==> src/hdl/evs_params.svh <==
// Constants of the event status and temperature readout bank
//
// Behaviour
// - Set a port's conversion-ready flag when fresh result data is written.
// - With averaging, result and flag update only after the full sample group.
// - Conversion-ready flags record regardless of any interrupt mask.
// - Conversion flags clear after summary read, then both status reads.
// - Ports 0-5 at bits 7:2, 6-10 at 15:11; port 11 at bit 0.
// - Set a per-port flag when that driver exceeds its current limit.
// - Overcurrent flags record regardless of any interrupt mask.
// - Overcurrent flags clear after summary read, then both status reads.
// - Internal temperature is 12-bit two's complement, 0.125 C per count.
// - Remote sensor 1 temperature is 12-bit two's complement, 0.125 C/count.
// - Remote sensor 2 temperature is 12-bit two's complement, 0.125 C/count.
// - Set input-event flag when the selected edge hits a digital-input port.
// - Input-event flags record regardless of any interrupt mask.
// - Input-event flags clear after summary read, then both status reads.
// - Input-event flags use the same bit layout as conversion flags.
// - Edge code 00 never, 01 rising, 10 falling, 11 either edge.
`ifndef EVS_PARAMS_SVH
`define EVS_PARAMS_SVH

// -----------------------------------------------------------------------
// Sizes
// -----------------------------------------------------------------------
`define EVS_PORTS        12
`define EVS_ADDR_W       4
`define EVS_DATA_W       16
`define EVS_TEMP_W       12
`define EVS_AVG_W        3
`define EVS_CNT_W        7

// -----------------------------------------------------------------------
// Register indices on the read port
// -----------------------------------------------------------------------
`define EVS_ADDR_CONV_LO 4'h0
`define EVS_ADDR_CONV_HI 4'h1
`define EVS_ADDR_OC_LO   4'h2
`define EVS_ADDR_OC_HI   4'h3
`define EVS_ADDR_T_INT   4'h4
`define EVS_ADDR_T_REM1  4'h5
`define EVS_ADDR_T_REM2  4'h6
`define EVS_ADDR_GPI_LO  4'h7
`define EVS_ADDR_GPI_HI  4'h8

// -----------------------------------------------------------------------
// Field positions and reset values
// -----------------------------------------------------------------------
`define EVS_GRP_A_LSB    2
`define EVS_GRP_A_N      6
`define EVS_GRP_B_LSB    11
`define EVS_GRP_B_N      5
`define EVS_P11_BIT      0
`define EVS_P11_PORT     11
`define EVS_FLAGS_RST    12'h000
`define EVS_TEMP_RST     12'h000
`define EVS_DATA_RST     16'h0000

// -----------------------------------------------------------------------
// Edge select codes
// -----------------------------------------------------------------------
`define EVS_EDGE_NONE    2'h0
`define EVS_EDGE_RISE    2'h1
`define EVS_EDGE_FALL    2'h2
`define EVS_EDGE_BOTH    2'h3

`endif

==> src/hdl/evs_pkg.sv <==
// Types shared by the event status and temperature readout bank
`default_nettype none
`include "evs_params.svh"

package evs_pkg;

  typedef logic [`EVS_PORTS-1:0]   evs_flags_t;
  typedef logic [`EVS_TEMP_W-1:0]  evs_temp_t;
  typedef logic [`EVS_DATA_W-1:0]  evs_data_t;
  typedef logic [`EVS_ADDR_W-1:0]  evs_addr_t;

  // Progress of one clear sequence
  typedef struct packed {
    logic armed;
    logic seen_lo;
    logic seen_hi;
  } evs_clr_t;

endpackage

`default_nettype wire

==> src/hdl/evs_conv_if.sv <==
// Carrier between the top and the averaging gate
`default_nettype none
`include "evs_params.svh"

interface evs_conv_if;
  logic [`EVS_PORTS-1:0]              sample;
  logic [`EVS_PORTS*`EVS_AVG_W-1:0]   avg_log2;
  logic [`EVS_PORTS-1:0]              written;

  modport src  (output sample, output avg_log2, input written);
  modport gate (input sample, input avg_log2, output written);
endinterface

`default_nettype wire

==> src/hdl/evs_avg_gate.sv <==
// Per-port averaging gate: one result write per full group of samples
`default_nettype none
`include "evs_params.svh"

module evs_avg_gate #(
  parameter int PORTS = `EVS_PORTS
) (
  input  wire logic   clk_i,    // Device clock
  input  wire logic   rst_n_i,  // Synchronised reset, active low
  evs_conv_if.gate    cv        // Samples in, result writes out
);
  import evs_pkg::*;

  typedef struct packed {
    logic [PORTS-1:0][`EVS_CNT_W-1:0] cnt;
    logic [PORTS-1:0]                 written;
  } evs_gate_state_t;

  evs_gate_state_t st;
  evs_gate_state_t next_st;

  // Count samples; the result write comes only at the group's end
  always_comb begin
    logic [`EVS_CNT_W-1:0] last;
    last    = '0;
    next_st = st;
    next_st.written = '0;
    for (int p = 0; p < PORTS; p++) begin
      last = `EVS_CNT_W'((8'h01 << cv.avg_log2[p*`EVS_AVG_W +: `EVS_AVG_W])
                         - 8'h01);
      if (cv.sample[p]) begin
        if (st.cnt[p] >= last) begin
          next_st.cnt[p]     = '0;
          next_st.written[p] = 1'b1;
        end else begin
          next_st.cnt[p] = st.cnt[p] + `EVS_CNT_W'(1);
        end
      end
    end
  end

  // Registered state
  always_ff @(posedge clk_i or negedge rst_n_i) begin
    if (!rst_n_i) begin
      st <= '0;
    end else begin
      st <= next_st;
    end
  end

  assign cv.written = st.written;

endmodule

`default_nettype wire

==> src/hdl/evs_bank.sv <==
// Event status flags and temperature readout register bank
`default_nettype none
`include "evs_params.svh"

module evs_bank (
  input  wire logic                 mclk_i,          // Device clock
  input  wire logic                 reset_n_i,       // Async reset, low
  // Read port from the serial front end
  input  wire logic                 rd_en_i,         // Read strobe
  input  wire evs_pkg::evs_addr_t   rd_addr_i,       // Register index
  output logic                      rd_valid_o,      // Read data valid
  output evs_pkg::evs_data_t        rd_data_o,       // Read data
  input  wire logic                 summary_read_i,  // Summary reg read
  // Converter side
  input  wire evs_pkg::evs_flags_t  conv_sample_i,   // Sample done/port
  input  wire logic [`EVS_PORTS*`EVS_AVG_W-1:0]
                                    avg_log2_i,      // Log2 group size
  // Driver and input pins
  input  wire evs_pkg::evs_flags_t  oc_detect_i,     // Overcurrent comp
  input  wire evs_pkg::evs_flags_t  gpi_pin_i,       // Input port levels
  input  wire evs_pkg::evs_flags_t  port_is_gpi_i,   // Port is input
  input  wire logic [2*`EVS_PORTS-1:0]
                                    input_edge_select_i, // Edge codes
  // Temperature sensors
  input  wire evs_pkg::evs_temp_t   temp_int_i,      // Internal reading
  input  wire logic                 temp_int_vld_i,  // Internal update
  input  wire evs_pkg::evs_temp_t   temp_rem1_i,     // Remote 1 reading
  input  wire logic                 temp_rem1_vld_i, // Remote 1 update
  input  wire evs_pkg::evs_temp_t   temp_rem2_i,     // Remote 2 reading
  input  wire logic                 temp_rem2_vld_i, // Remote 2 update
  // Summary levels toward the interrupt logic
  output logic                      conv_any_o,      // Any conv flag
  output logic                      oc_any_o,        // Any overcurrent
  output logic                      gpi_any_o        // Any input event
);
  import evs_pkg::*;

  // -----------------------------------------------------------------------
  // State
  // -----------------------------------------------------------------------
  typedef struct packed {
    evs_flags_t gpi_s1;
    evs_flags_t gpi_s2;
    evs_flags_t gpi_prev;
    evs_flags_t oc_s1;
    evs_flags_t oc_s2;
    evs_flags_t conv_flags;
    evs_flags_t oc_flags;
    evs_flags_t gpi_flags;
    evs_clr_t   conv_clr;
    evs_clr_t   oc_clr;
    evs_clr_t   gpi_clr;
    evs_temp_t  t_int;
    evs_temp_t  t_rem1;
    evs_temp_t  t_rem2;
    evs_data_t  rd_data;
    logic       rd_valid;
    logic       conv_any;
    logic       oc_any;
    logic       gpi_any;
  } evs_bank_state_t;

  evs_bank_state_t st;
  evs_bank_state_t next_st;

  logic [1:0] rst_pipe;
  logic       rst_n;

  // -----------------------------------------------------------------------
  // Reset release
  // -----------------------------------------------------------------------
  // Assert at once, release two edges later so all state leaves together
  always_ff @(posedge mclk_i or negedge reset_n_i) begin
    if (!reset_n_i) begin
      rst_pipe <= 2'b00;
    end else begin
      rst_pipe <= {rst_pipe[0], 1'b1};
    end
  end
  assign rst_n = rst_pipe[1];

  // -----------------------------------------------------------------------
  // Averaging gate
  // -----------------------------------------------------------------------
  evs_conv_if cv ();
  assign cv.sample   = conv_sample_i;
  assign cv.avg_log2 = avg_log2_i;

  evs_avg_gate #(
    .PORTS (`EVS_PORTS)
  ) u_gate (
    .clk_i   (mclk_i),
    .rst_n_i (rst_n),
    .cv      (cv)
  );

  // -----------------------------------------------------------------------
  // Helpers
  // -----------------------------------------------------------------------
  // Spread ports 0-10 over the low status word
  function automatic evs_data_t pack_lo(input evs_flags_t f);
    evs_data_t v;
    v = '0;
    for (int i = 0; i < `EVS_GRP_A_N; i++) begin
      v[`EVS_GRP_A_LSB + i] = f[i];
    end
    for (int i = 0; i < `EVS_GRP_B_N; i++) begin
      v[`EVS_GRP_B_LSB + i] = f[`EVS_GRP_A_N + i];
    end
    return v;
  endfunction

  // Port 11 alone in the second word
  function automatic evs_data_t pack_hi(input evs_flags_t f);
    evs_data_t v;
    v = '0;
    v[`EVS_P11_BIT] = f[`EVS_P11_PORT];
    return v;
  endfunction

  // Temperatures sit in the low bits, reserved bits read zero
  function automatic evs_data_t pack_temp(input evs_temp_t t);
    return {{(`EVS_DATA_W-`EVS_TEMP_W){1'b0}}, t};
  endfunction

  // Clear sequence is complete with this cycle's reads included
  function automatic logic clr_done(input evs_clr_t c, input logic arm,
                                    input logic rlo, input logic rhi);
    return !arm && c.armed && (c.seen_lo || rlo) && (c.seen_hi || rhi);
  endfunction

  // Next step of a clear sequence; a new summary read restarts it
  function automatic evs_clr_t clr_step(input evs_clr_t c, input logic arm,
                                        input logic rlo, input logic rhi);
    evs_clr_t n;
    n = c;
    if (arm) begin
      n = '{armed: 1'b1, seen_lo: 1'b0, seen_hi: 1'b0};
    end else if (clr_done(c, arm, rlo, rhi)) begin
      n = '0;
    end else if (c.armed) begin
      n.seen_lo = c.seen_lo || rlo;
      n.seen_hi = c.seen_hi || rhi;
    end
    return n;
  endfunction

  // Edge match for one port's two-bit select code
  function automatic logic edge_hit(input logic [1:0] code,
                                    input logic now, input logic was);
    logic r;
    r = 1'b0;
    case (code)
      `EVS_EDGE_NONE: r = 1'b0;
      `EVS_EDGE_RISE: r = now && !was;
      `EVS_EDGE_FALL: r = !now && was;
      default:        r = now != was;
    endcase
    return r;
  endfunction

  // -----------------------------------------------------------------------
  // Next state
  // -----------------------------------------------------------------------
  always_comb begin
    logic       rd_cl;
    logic       rd_ch;
    logic       rd_ol;
    logic       rd_oh;
    logic       rd_gl;
    logic       rd_gh;
    evs_flags_t gpi_ev;
    rd_cl  = 1'b0;
    rd_ch  = 1'b0;
    rd_ol  = 1'b0;
    rd_oh  = 1'b0;
    rd_gl  = 1'b0;
    rd_gh  = 1'b0;
    gpi_ev = '0;
    next_st = st;

    // Pins cross in through two flops before anything looks at them
    next_st.gpi_s1   = gpi_pin_i;
    next_st.gpi_s2   = st.gpi_s1;
    next_st.gpi_prev = st.gpi_s2;
    next_st.oc_s1    = oc_detect_i;
    next_st.oc_s2    = st.oc_s1;

    // Address decode; unmapped indices answer zero
    next_st.rd_valid = rd_en_i;
    if (rd_en_i) begin
      if (rd_addr_i == `EVS_ADDR_CONV_LO) begin
        rd_cl = 1'b1;
        next_st.rd_data = pack_lo(st.conv_flags);
      end else if (rd_addr_i == `EVS_ADDR_CONV_HI) begin
        rd_ch = 1'b1;
        next_st.rd_data = pack_hi(st.conv_flags);
      end else if (rd_addr_i == `EVS_ADDR_OC_LO) begin
        rd_ol = 1'b1;
        next_st.rd_data = pack_lo(st.oc_flags);
      end else if (rd_addr_i == `EVS_ADDR_OC_HI) begin
        rd_oh = 1'b1;
        next_st.rd_data = pack_hi(st.oc_flags);
      end else if (rd_addr_i == `EVS_ADDR_T_INT) begin
        next_st.rd_data = pack_temp(st.t_int);
      end else if (rd_addr_i == `EVS_ADDR_T_REM1) begin
        next_st.rd_data = pack_temp(st.t_rem1);
      end else if (rd_addr_i == `EVS_ADDR_T_REM2) begin
        next_st.rd_data = pack_temp(st.t_rem2);
      end else if (rd_addr_i == `EVS_ADDR_GPI_LO) begin
        rd_gl = 1'b1;
        next_st.rd_data = pack_lo(st.gpi_flags);
      end else if (rd_addr_i == `EVS_ADDR_GPI_HI) begin
        rd_gh = 1'b1;
        next_st.rd_data = pack_hi(st.gpi_flags);
      end else begin
        next_st.rd_data = `EVS_DATA_RST;
      end
    end

    // Sequence trackers: summary read, then both halves in any order
    next_st.conv_clr = clr_step(st.conv_clr, summary_read_i,
                                rd_cl, rd_ch);
    next_st.oc_clr   = clr_step(st.oc_clr, summary_read_i,
                                rd_ol, rd_oh);
    next_st.gpi_clr  = clr_step(st.gpi_clr, summary_read_i,
                                rd_gl, rd_gh);

    // Clear first, then OR in this cycle's events so none is lost
    if (clr_done(st.conv_clr, summary_read_i, rd_cl, rd_ch)) begin
      next_st.conv_flags = `EVS_FLAGS_RST;
    end
    if (clr_done(st.oc_clr, summary_read_i, rd_ol, rd_oh)) begin
      next_st.oc_flags = `EVS_FLAGS_RST;
    end
    if (clr_done(st.gpi_clr, summary_read_i, rd_gl, rd_gh)) begin
      next_st.gpi_flags = `EVS_FLAGS_RST;
    end

    // No mask reaches these flags; masking lives in the interrupt logic
    next_st.conv_flags = next_st.conv_flags | cv.written;
    next_st.oc_flags   = next_st.oc_flags | st.oc_s2;
    for (int p = 0; p < `EVS_PORTS; p++) begin
      gpi_ev[p] = port_is_gpi_i[p]
                  && edge_hit(input_edge_select_i[2*p +: 2],
                              st.gpi_s2[p], st.gpi_prev[p]);
    end
    next_st.gpi_flags  = next_st.gpi_flags | gpi_ev;

    // Temperature results latch on their update strobes
    if (temp_int_vld_i) begin
      next_st.t_int = temp_int_i;
    end
    if (temp_rem1_vld_i) begin
      next_st.t_rem1 = temp_rem1_i;
    end
    if (temp_rem2_vld_i) begin
      next_st.t_rem2 = temp_rem2_i;
    end

    // Summary levels follow the flags one cycle behind
    next_st.conv_any = |st.conv_flags;
    next_st.oc_any   = |st.oc_flags;
    next_st.gpi_any  = |st.gpi_flags;
  end

  // -----------------------------------------------------------------------
  // Registered state
  // -----------------------------------------------------------------------
  always_ff @(posedge mclk_i or negedge rst_n) begin
    if (!rst_n) begin
      st <= '0;
    end else begin
      st <= next_st;
    end
  end

  // Outputs straight from flops
  assign rd_valid_o = st.rd_valid;
  assign rd_data_o  = st.rd_data;
  assign conv_any_o = st.conv_any;
  assign oc_any_o   = st.oc_any;
  assign gpi_any_o  = st.gpi_any;

endmodule

`default_nettype wire

==> config.mk <==
export PLATFORM = sky130hd
export DESIGN_NAME = evs_bank
export DESIGN_NICKNAME = d
export VERILOG_FILES = /design/src/hdl/evs_pkg.sv /design/src/hdl/evs_conv_if.sv /design/src/hdl/evs_avg_gate.sv /design/src/hdl/evs_bank.sv
export VERILOG_INCLUDE_DIRS = /design/src /design/src/hdl
export SDC_FILE = /design/constraint.sdc
export NUM_CORES = 1
export LEC_CHECK = 0
export ABC_CLOCK_PERIOD_IN_PS = 10500
export BUFFER_PORTS_ARGS = -buffer_cell sky130_fd_sc_hd__clkbuf_2
export CAP_MARGIN = 20
export CORE_MARGIN = 4
export CORE_UTILIZATION = 43
export CTS_CLUSTER_DIAMETER = 40
export DETAILED_ROUTE_END_ITERATION = 8
export GPL_TIMING_DRIVEN = 0
export SETUP_SLACK_MARGIN = 0.5
export SLEW_MARGIN = 0
export SYNTH_ARGS = -nofsm -noshare
export SYNTH_HDL_FRONTEND = slang
export SYNTH_SLANG_ARGS = --single-unit
==> constraint.sdc <==
create_clock -name mclk_i -period 10.5 [get_ports mclk_i]
set_input_delay 0.525 -clock mclk_i [delete_from_list [all_inputs] [get_ports mclk_i]]
set_output_delay 0.525 -clock mclk_i [all_outputs]
set_load 0.05 [all_outputs]
==> results of run 1 <==
[cell usage after synthesis, types with 2 or more instances]
cell	count
dfrtp_1	259
a211o_1	9
o211ai_1	31
or3_1	13
o21ai_0	60
xnor2_1	35
buf_1	3
nand3_1	26
nor2_1	118
and3_1	6
nand2b_1	19
mux2i_1	15
nor3_1	24
nand4_1	27
o211a_1	2
mux4_2	7
mux2_2	37
a32o_1	2
a21oi_1	46
a31oi_1	9
o2111ai_1	6
a21o_1	37
o22ai_1	8
a211oi_1	12
o2bb2ai_1	6
clkbuf_1	23
a222oi_1	6
nand2_1	104
buf_2	8
nor2b_1	8
nor3b_1	11
a32oi_1	4
inv_1	70
and2_1	9
o21a_1	14
buf_4	16
ha_1	132
xor2_1	30
o41a_1	2
a22o_1	16
nor4_1	11
[worst min path at each step]
stage               slack [ns]  cells after the start           start                endpoint
finish                    0.09                      1  oc_detect_i[6]  next_st[107]$_DFF_PN0_
global route              0.09                      1  oc_detect_i[6]  next_st[107]$_DFF_PN0_
CTS                       0.07                      1  oc_detect_i[6]  next_st[107]$_DFF_PN0_
detailed placement        0.32                      1       reset_n_i   rst_pipe[0]$_DFF_PN0_
global placement          0.31                      1       reset_n_i   rst_pipe[0]$_DFF_PN0_
floorplan                 0.23                      0       reset_n_i   rst_pipe[0]$_DFF_PN0_
[power by group]
group / internal [mW] / switching, mW
clock network: 0.911 / 0.524
logic: 0.357 / 0.395
registers: 1.18 / 0.182
total: 2.45 / 1.10
[area by class of cell]
type                    instances  area (sq um)  share of cell area [%]
flip-flops and latches        259          6480                    39.1
plain buffers                  51           269                    1.62
multi-input cells             911          6610                    39.9
clock inverters                29           385                    2.32
clock buffers                  49          1120                    6.74
inverters                      71           267                    1.61
repair buffers                171           951                    5.73
well taps                     396           495                    2.99
diodes                          2          5.00                  0.0302
[state kept, by name, indices dropped and copies added (netlist names)]
register and count:
next_st 36, u_gate.cv.written 12, oc_any_o 1, rd_valid_o 1, rst_pipe 2, st 105, u_gate.st 84, rd_data_o 16
gpi_any_o 1, conv_any_o 1
[layer usage]
layer	GRT usage, %	up-vias	part of all wire [%]
li1	-	5080	-
met1	23.2	4834	45
met2	28.5	215	48
met3	3.05	50	4.7
met4	5.97	0	2.7
met5	0	-	0
[stage by stage]
| step | utilization, % | instances | total power [mW] | setup WS, ns | cell area, sq um |
|---|---|---|---|---|---|
| floorplan | - | 1292 | 1.90 | 2.75 | 13600 |
| global placement | 48.4 | 1854 | 2.09 | -0.370 | 15000 |
| detailed placement | 48.7 | 1858 | 2.13 | 7.15 | 15100 |
| CTS | 53.6 | 1937 | 3.60 | 7.71 | 16600 |
| global route | 53.7 | 1939 | 3.79 | 7.35 | 16600 |
| finish | 53.7 | 1939 | 3.55 | 7.70 | 16600 |
[cell families (layout without fill, tap and decap cells)]
group / Yosys count / after routing / share of synthesized area, %
simple gates: 382 / 382 / 13.4
compound gates: 272 / 272 / 13.5
flops: 259 / 259 / 47.6
fa+ha+maj: 132 / 132 / 12.1
buf+inv: 122 / 371 / 3.93
xor+xnor: 65 / 65 / 4.18
mux: 59 / 59 / 5.32
other cells: 1 / 3 / 0.0275
==> qor.csv, run 1 <==
stage,metric,value,unit
outcome,status,completed,
synth,synthesized instance count,1292,
critical_path,critical path's top delay family,simple AND/OR/NAND/NOR gates,
timing,period utilisation layout,26.6,%
floorplan,Die Y-Extent,186,um
synth,ys async rst share,100,%
critical_path,end of the critical path,u_gate.st[50]$_DFFE_PN0P_,
routing,Vias/cell,5.25,
clock_tree,number of setup buffers added after CTS,0,
clock_tree,CTS tree,done,
critical_path,kind of end point of the critical path,flop,
critical_path,number of buffers and inverters on the critical path,1,
synth,Post-synth EDFFs,0,
critical_path,Worst setup SP type,primary input,
clock_tree,clock slew at reported path FFs,0.06,ns
clock_tree,"Clk Latency, worst-skew pair",0.54,ns
final_layout,"commonest non-fill, non-tap cells in the layout","258 x dfrtp_1, 166 x clkbuf_2, 132 x ha_1",
synth,Cell variety after synth,52,
final_layout,layout cell share with drive strength beyond 1,20.7,%
synth,post-synthesis sequential area ratio,47.6,%
place,PortBufs,166,
grt,largest net degree at the start of global routing,72,
critical_path,CP max FO,8,
clock_tree,CTS H-tree depth,2,
final_layout,Syn-to-layout area delta,21.7,%
critical_path,Worst path max stage delay,0.43,ns
place,RePlAce Congestion,0.818,
critical_path,Critical Path RT,10.96,ns
routing,DRT iter0 DRCs,572,
routing,drt drc,0,
clock_tree,CTS resizes,0,
synth,cell area after synthesis,13600,sq um
floorplan,Die X,186,um
power,leakage,7.81,nW
timing,final setup TNS,0,ns
run,max cap viols,0,
routing,Wirelength per Cell,15.3,um
synth,cell taking the most area after synthesis,dfrtp_1,
power,worst vdd ir,0.118,mV
timing,Final Max Slew Viols,0,
routing,Routed Wire Length,29.7,mm
floorplan,I/O pin total,175,
floorplan,Die Area,34600,sq um
synth,share of the synthesized area in the top cell type,47.6,%
grt,first-pass GRT wire length,49.1,mm
critical_path,worst path cell trace,clkbuf_2 > or3_1 > ha_1 > nor3_1 > a21oi_1 > o21a_1 > ha_1 > a211oi_1 > nor2_1 > a211oi_1 > nor2b_1 > nor2_1,
clock_tree,clk sinks,259,
final_layout,"most common cell after layout, fill and taps aside",dfrtp_1,
critical_path,WS Path Type,primary input to flop,
clock_tree,worst-case clock buffer depth,3,
synth,ranking of synthesized cells by area,"dfrtp_1 48%, ha_1 12%, nor2_1 3.3%",
critical_path,r2r startpoint,u_gate.st[47]$_DFFE_PN0P_,
grt,vias in the first global route,9877,
routing,total number of vias,10200,
critical_path,flop-to-flop setup slack,8.38,ns
power,total power per unit cell area,214,nW/um^2
final_layout,Filler cells,2743,
floorplan,starting density of the core,44.1,%
timing,setup violators final,0,
timing,Slew @ Worst Pin,0.682,ns
hold_path,Hold Path Class,primary input to flop,
grt,initial antenna violation count,2,
critical_path,Worst Setup SP,avg_log2_i[17],
critical_path,R2R Path End,u_gate.st[50]$_DFFE_PN0P_,
floorplan,row cnt,64,
critical_path,master of the slowest instance on the critical path,a211oi_1,
synth,Mean Syn Cell Area,10.5,sq um
synth,Main synth FF type,dfrtp_1,
timing,FMAX,358,MHz
routing,Final ANT Viol Nets,0,
timing,clock skew,0.0224,ns
critical_path,CP Depth,12,
timing,worst rel slew slack,54.5,%
critical_path,reg2reg path depth,7,
timing,Final Hold Viols,0,
grt,Tot GR Track Use,17.3,%
timing,RSZ-0062 raised after global routing,no,
clock_tree,total CTS buffers,42,
clock_tree,post-cts hold buffer count,1,
grt,total gr overflow,0,
final_layout,nets@finish,1794,
synth,synthesized flop and latch total,259,
routing,Pre-antenna DRT Iters,6,
timing,minimum clock period,2.80,ns
synth,Yosys warning count,0,
clock_tree,CTS root buffer,clkbuf_16,
place,post-detail-place hpwl,22.4,mm
floorplan,core area,30900,sq um
critical_path,Worst EP arrival,3.25,ns
synth,Post-Syn Nets,1579,
timing,Hold WS,0.0919,ns
Note: power is estimated with default switching activity, not from simulation.
==> inputs of run 2 (changes only) <==
ABC_CLOCK_PERIOD_IN_PS = 2300   (was 10500)
clock period = 2.3 ns   (was 10.5 ns; I/O delays follow)
==> qor.csv, run 2 (synthesis gave the netlist of run 1 again) <==
stage,metric,value,unit,change
timing,Final Hold Viols,1,,+1
grt,total gr overflow,0,,unchanged
place,dpl cells,1858,,unchanged
critical_path,number of buffers and inverters on the critical path,2,,+1
clock_tree,"Clk Latency, worst-skew pair",0.54,ns,about the same
final_layout,register area,6490,sq um,about the same
clock_tree,clk sinks,259,,unchanged
final_layout,Util after Layout,63.0,%,+9.3 points
critical_path,Worst path max stage delay,0.40,ns,-0.03 ns
timing,RSZ-0062 raised after global routing,yes,,
final_layout,"commonest non-fill, non-tap cells in the layout","257 x dfrtp_1, 134 x clkbuf_2, 109 x ha_1",,
clock_tree,clock slew at reported path FFs,0.05,ns,about the same
timing,clock skew,0.0229,ns,+0.000517 ns
place,PortBufs,166,,unchanged
outcome,failing checks,hold timing,,
final_layout,Filler cells,2419,,-12%
hold_path,Hold Path Class,primary input to flop,,
timing,Final Max Slew Viols,0,,unchanged
final_layout,area of the multi-input gates,7610,sq um,+15%
critical_path,CP Depth,13,,+1
timing,worst rel slew slack,50.5,%,-4.0 points
floorplan,Die X,186,um,unchanged
routing,Vias/cell,5.19,,-1.1%
critical_path,crit-path most repeated cell,ha_4,,
critical_path,CP max FO,5,,-3
final_layout,layout cell share with drive strength beyond 1,31.5,%,+11 points
timing,minimum clock period,1.91,ns,
clock_tree,worst-case clock buffer depth,3,,unchanged
final_layout,"most common cell after layout, fill and taps aside",dfrtp_1,,
power,worst vdd ir,0.608,mV,+410%
critical_path,master of the slowest instance on the critical path,or3_4,,
place,post-detail-place hpwl,22.4,mm,about the same
routing,Routed Wire Length,33.5,mm,+13%
clock_tree,CTS tree,done,,
routing,total number of vias,10900,,+7.3%
timing,Slew @ Worst Pin,0.742,ns,+0.0603 ns
grt,largest net degree at the start of global routing,68,,-5.6%
grt,initial antenna violation count,1,,-1
critical_path,R2R Path End,u_gate.st[74]$_DFFE_PN0P_,,
power,total power per unit cell area,928,nW/um^2,+330%
grt,vias in the first global route,11100,,+12%
clock_tree,total CTS buffers,44,,+4.8%
final_layout,nets@finish,1960,,+9.3%
critical_path,Worst EP arrival,2.37,ns,-0.88 ns
critical_path,r2r startpoint,u_gate.st[68]$_DFFE_PN0P_,,
floorplan,starting density of the core,44.1,%,unchanged
critical_path,WS Path Type,primary input to flop,,
final_layout,number of flip-flops in the largest register,105,,unchanged
timing,setup violators final,0,,unchanged
routing,drt drc,0,,unchanged
routing,Final ANT Viol Nets,0,,unchanged
floorplan,core area,30900,sq um,unchanged
grt,Tot GR Track Use,19.2,%,+1.8 points
critical_path,Critical Path RT,2.76,ns,-8.20 ns
critical_path,Worst Setup SP,avg_log2_i[24],,
final_layout,Top reg by flops,st,,
floorplan,I/O pin total,175,,unchanged
outcome,status,"finished, violations left",,
timing,FMAX,525,MHz,
final_layout,Syn-to-layout area delta,42.9,%,
timing,period utilisation layout,82.9,%,
timing,Hold WS,-0.00257,ns,-0.0945 ns
run,max cap viols,0,,unchanged
clock_tree,CTS root buffer,clkbuf_16,,
final_layout,Non-Filler Instances,2103,,+8.5%
critical_path,flop-to-flop setup slack,0.50,ns,-7.88 ns
floorplan,row cnt,64,,unchanged
routing,DRT iter0 DRCs,554,,-3.1%
routing,Wirelength per Cell,15.9,um,+3.9%
critical_path,end of the critical path,u_gate.st[74]$_DFFE_PN0P_,,
clock_tree,CTS H-tree depth,2,,unchanged
timing,final setup TNS,0,ns,unchanged
power,leakage,8.82,nW,+13%
critical_path,kind of end point of the critical path,flop,,
routing,Pre-antenna DRT Iters,6,,unchanged
floorplan,Die Y-Extent,186,um,unchanged
grt,first-pass GRT wire length,54.5,mm,+11%
place,RePlAce Congestion,0.769,,-6.1%
floorplan,Die Area,34600,sq um,unchanged
critical_path,reg2reg path depth,8,,+1
critical_path,critical path's top delay family,compound AO/OA/AOI/OAI gates,,
critical_path,Worst setup SP type,primary input,,
critical_path,worst path cell trace,clkbuf_16 > or3_4 > ha_4 > nor3_2 > a21oi_1 > o21a_1 > ha_4 > a21o_1 > a211oi_2 > o32ai_4 > and2_4 > buf_8 > nor2_4,,
## run 2: worst min-delay path, cell delays in order
cell,delay [ns]
clkbuf_2,0.10
nand2_1,0.05
o21ai_1,0.05
a22o_1,0.17
## run 2: power breakdown
| part | switching (mW) | internal [mW] |
|---|---|---|
| Combinational | 2.43 | 2.64 |
| Clock | 2.42 | 4.33 |
| Sequential | 0.869 | 5.38 |
## run 2: layout make-up
cell class / count / share of cell area, %
multi-input combinational: 911 / 39.1
sequential: 259 / 33.3
timing repair buffer: 335 / 13.8
clock buffer: 50 / 6.09
tap: 396 / 2.54
buffer: 51 / 2.01
clock inverter: 28 / 1.81
inverter: 71 / 1.37
antenna: 2 / 0.0257
## run 2: worst min path at each step
stage,from,to,slack [ns],depth (start not counted)
after global routing,input_edge_select_i[11],st[70]$_DFF_PN0_,0.02,3
after floorplan,reset_n_i,rst_pipe[0]$_DFF_PN0_,-0.18,0
after CTS,input_edge_select_i[19],st[74]$_DFF_PN0_,0.00003,3
after global placement,reset_n_i,rst_pipe[1]$_DFF_PN0_,-0.1,1
final,input_edge_select_i[12],st[71]$_DFF_PN0_,-0.003,4
after detailed placement,reset_n_i,rst_pipe[0]$_DFF_PN0_,-0.1,1
## run 2: timing repair
item,in CTS,in global routing
setup buffers,28,31
pin swaps,36,79
gates resized for setup,46,222
hold buffers,111,0
endpoints found under the setup margin,71,100
hold endpoints to repair,119,0
## run 2: metrics by stage
step | cell area (sq um) | hold slack, ns | power, mW | setup WS, ns
2_1_floorplan | 14000 | -0.181 | 8.91 | -0.298
3_3_place_gp | 15300 | -0.0983 | 9.78 | -1.34
3_5_place_dp | 15500 | -0.0983 | 9.98 | -0.243
4_1_cts | 18600 | 0.0000250 | 17.4 | 0.413
5_1_grt | 19500 | 0.0179 | 19.2 | 0.299
6_report | 19500 | -0.00257 | 18.1 | 0.394
## run 2: metal layers
| metal | part of all wire, % | vias to the layer above | wire length, um | global-route usage, % |
|---|---|---|---|---|
| met2 | 49 | 222 | 16500 | 32.8 |
| met1 | 44 | 5254 | 14700 | 24.9 |
| met4 | 2.8 | 0 | 932 | 6.06 |
| met3 | 4.2 | 69 | 1420 | 3.21 |
| met5 | 0 | - | 0 | 0 |
| li1 | - | 5379 | - | - |
==> inputs of run 3 (changes only) <==
ABC_CLOCK_PERIOD_IN_PS = 1900   (was 2300)
clock period = 1.9 ns   (was 2.3 ns; I/O delays follow)
==> qor.csv, run 3 (synthesis gave the netlist of run 1 again) <==
stage,metric,value,unit,change
floorplan,core area,30900,sq um,unchanged
final_layout,nets@finish,2019,,+3.0%
power,worst vdd ir,0.809,mV,+33%
timing,period utilisation layout,104,%,
hold_path,Worst Hold Path EP,st[67]$_DFF_PN0_,,
clock_tree,CTS root buffer,clkbuf_16,,
timing,post-route setup slack,-0.0820,ns,-0.476 ns
floorplan,I/O pin total,175,,unchanged
routing,Final ANT Viol Nets,0,,unchanged
routing,Routed Wire Length,34.6,mm,+3.1%
critical_path,R2R Path End,u_gate.st[71]$_DFFE_PN0P_,,
critical_path,WS Path Type,primary input to flop,,
hold_path,HP Start,input_edge_select_i[5],,
floorplan,Die Y-Extent,186,um,unchanged
timing,FMAX,505,MHz,
critical_path,crit-path most repeated cell,ha_4,,
grt,Tot GR Track Use,19.7,%,+0.60 points
critical_path,r2r startpoint,u_gate.st[68]$_DFFE_PN0P_,,
floorplan,row cnt,64,,unchanged
critical_path,master of the slowest instance on the critical path,or3_4,,
final_layout,Syn-to-layout area delta,49.1,%,
final_layout,"most common cell after layout, fill and taps aside",dfrtp_1,,
grt,initial antenna violation count,0,,-1
routing,Vias/cell,5.19,,-0.14%
final_layout,Top reg by flops,st,,
hold_path,Hold Path Class,primary input to flop,,
grt,largest net degree at the start of global routing,69,,+1.5%
final_layout,Filler cells,2374,,-1.9%
routing,Wirelength per Cell,16.0,um,+0.24%
timing,Hold WS,0.00535,ns,+0.00792 ns
clock_tree,total CTS buffers,44,,unchanged
final_layout,"commonest non-fill, non-tap cells in the layout","258 x dfrtp_1, 118 x clkbuf_2, 115 x buf_4",,
place,Post-DP Area,15500,sq um,+0.23%
final_layout,antenna diode count,0,,-2
grt,first-pass GRT wire length,56.1,mm,+3.0%
critical_path,Worst setup SP type,primary input,,
critical_path,reg2reg path depth,8,,unchanged
timing,setup violators final,8,,+8
place,post-detail-place hpwl,22.7,mm,+1.2%
timing,worst rel slew slack,56.1,%,+5.6 points
clock_tree,"Clk Latency, worst-skew pair",0.52,ns,-0.02 ns
final_layout,number of flip-flops in the largest register,105,,unchanged
critical_path,Worst path max stage delay,0.40,ns,about the same
critical_path,worst path cell trace,buf_8 > or3_4 > ha_4 > buf_12 > a21oi_2 > o21a_1 > ha_4 > a21o_1 > a211oi_2 > o32ai_4 > and2_4 > buf_6 > nor2_2,,
critical_path,Worst EP arrival,2.42,ns,+0.05 ns
floorplan,starting density of the core,44.1,%,unchanged
grt,vias in the first global route,11500,,+3.6%
outcome,failing checks,setup timing,,
timing,Final Hold Viols,0,,-1
timing,clock skew,0.0212,ns,-0.00169 ns
final_layout,fin area,20300,sq um,+4.4%
critical_path,kind of end point of the critical path,flop,,
clock_tree,clock slew at reported path FFs,0.05,ns,about the same
timing,Slew @ Worst Pin,0.659,ns,-0.0833 ns
power,total power per unit cell area,1100,nW/um^2,+19%
routing,total number of vias,11200,,+2.7%
final_layout,register area,6480,sq um,about the same
routing,Pre-antenna DRT Iters,5,,-1
place,PortBufs,166,,unchanged
final_layout,area of the multi-input gates,7770,sq um,+2.2%
place,dpl cells,1858,,unchanged
final_layout,Non-Filler Instances,2162,,+2.8%
outcome,status,"finished, violations left",,
floorplan,Die Area,34600,sq um,unchanged
floorplan,Die X,186,um,unchanged
clock_tree,worst-case clock buffer depth,3,,unchanged
critical_path,Critical Path RT,2.34,ns,-0.42 ns
final_layout,layout cell share with drive strength beyond 1,34.3,%,+2.8 points
timing,final setup TNS,-0.419,ns,-0.419 ns
run,max cap viols,0,,unchanged
timing,Final Max Slew Viols,0,,unchanged
power,leakage,9.23,nW,+4.7%
critical_path,CP max FO,5,,unchanged
critical_path,flop-to-flop setup slack,0.01,ns,-0.49 ns
final_layout,Util after Layout,65.8,%,+2.8 points
place,RePlAce Congestion,0.798,,+3.8%
timing,RSZ-0062 raised after global routing,yes,,
place,Setup WS pre-CTS,-0.649,ns,-0.406 ns
routing,drt drc,0,,unchanged
hold_path,Min-Delay Path Depth,3,,-1
critical_path,number of buffers and inverters on the critical path,3,,+1
timing,minimum clock period,1.98,ns,
clock_tree,clk sinks,259,,unchanged
grt,total gr overflow,0,,unchanged
routing,DRT iter0 DRCs,483,,-13%
clock_tree,CTS tree,done,,
clock_tree,CTS H-tree depth,2,,unchanged
critical_path,critical path's top delay family,compound AO/OA/AOI/OAI gates,,
power,Design Power,22.4,mW,+24%
[run 3: area by class of cell]
type                    instances  area share [%]
well taps                     396            2.44
plain buffers                  51            2.06
clock inverters                30            1.79
clock buffers                  50            5.73
inverters                      71            1.31
repair buffers                394            16.5
multi-input cells             911            38.2
flip-flops and latches        259            31.9
[run 3: report_power, final]
part | switching (mW) | internal [mW] | leakage (nW)
logic | 3.14 | 3.67 | 5.42
clock network | 2.88 | 5.19 | 0.743
registers | 1.04 | 6.51 | 3.07
total | 7.06 | 15.4 | 9.23
[run 3: worst max-delay path by stage]
stage	from	to	slack, ns	cells past startpoint
floorplan	rst_pipe[1]$_DFF_PN0_	conv_any_o$_DFF_PN0_	-0.70	0
global placement	rst_pipe[1]$_DFF_PN0_	u_gate.st[25]$_DFFE_PN0P_	-1.71	0
detailed placement	avg_log2_i[8]	u_gate.st[30]$_DFFE_PN0P_	-0.65	13
CTS	avg_log2_i[26]	u_gate.st[73]$_DFFE_PN0P_	-0.05	13
global route	avg_log2_i[25]	u_gate.st[71]$_DFFE_PN0P_	-0.14	13
finish	avg_log2_i[25]	u_gate.st[71]$_DFFE_PN0P_	-0.08	13
[run 3: worst min-delay path, stage by stage]
cell and delay (ns):
clkbuf_2 0.09, o21ai_0 0.11, a22o_1 0.19
[run 3: metal layers]
metal  global-route usage [%]  wire, um
met5                        0         0
met4                     5.92       968
met3                     3.15      1350
met2                     34.0     17100
met1                     25.8     15200
[run 3: timing repair]
action / in CTS / in global routing
resized for setup: 142 / 163
gates cloned: 2 / 0
setup endpoints to repair: 247 / 171
hold buffers: 115 / 0
setup buffers: 70 / 37
pin swaps: 77 / 88
hold endpoints to repair: 121 / 0
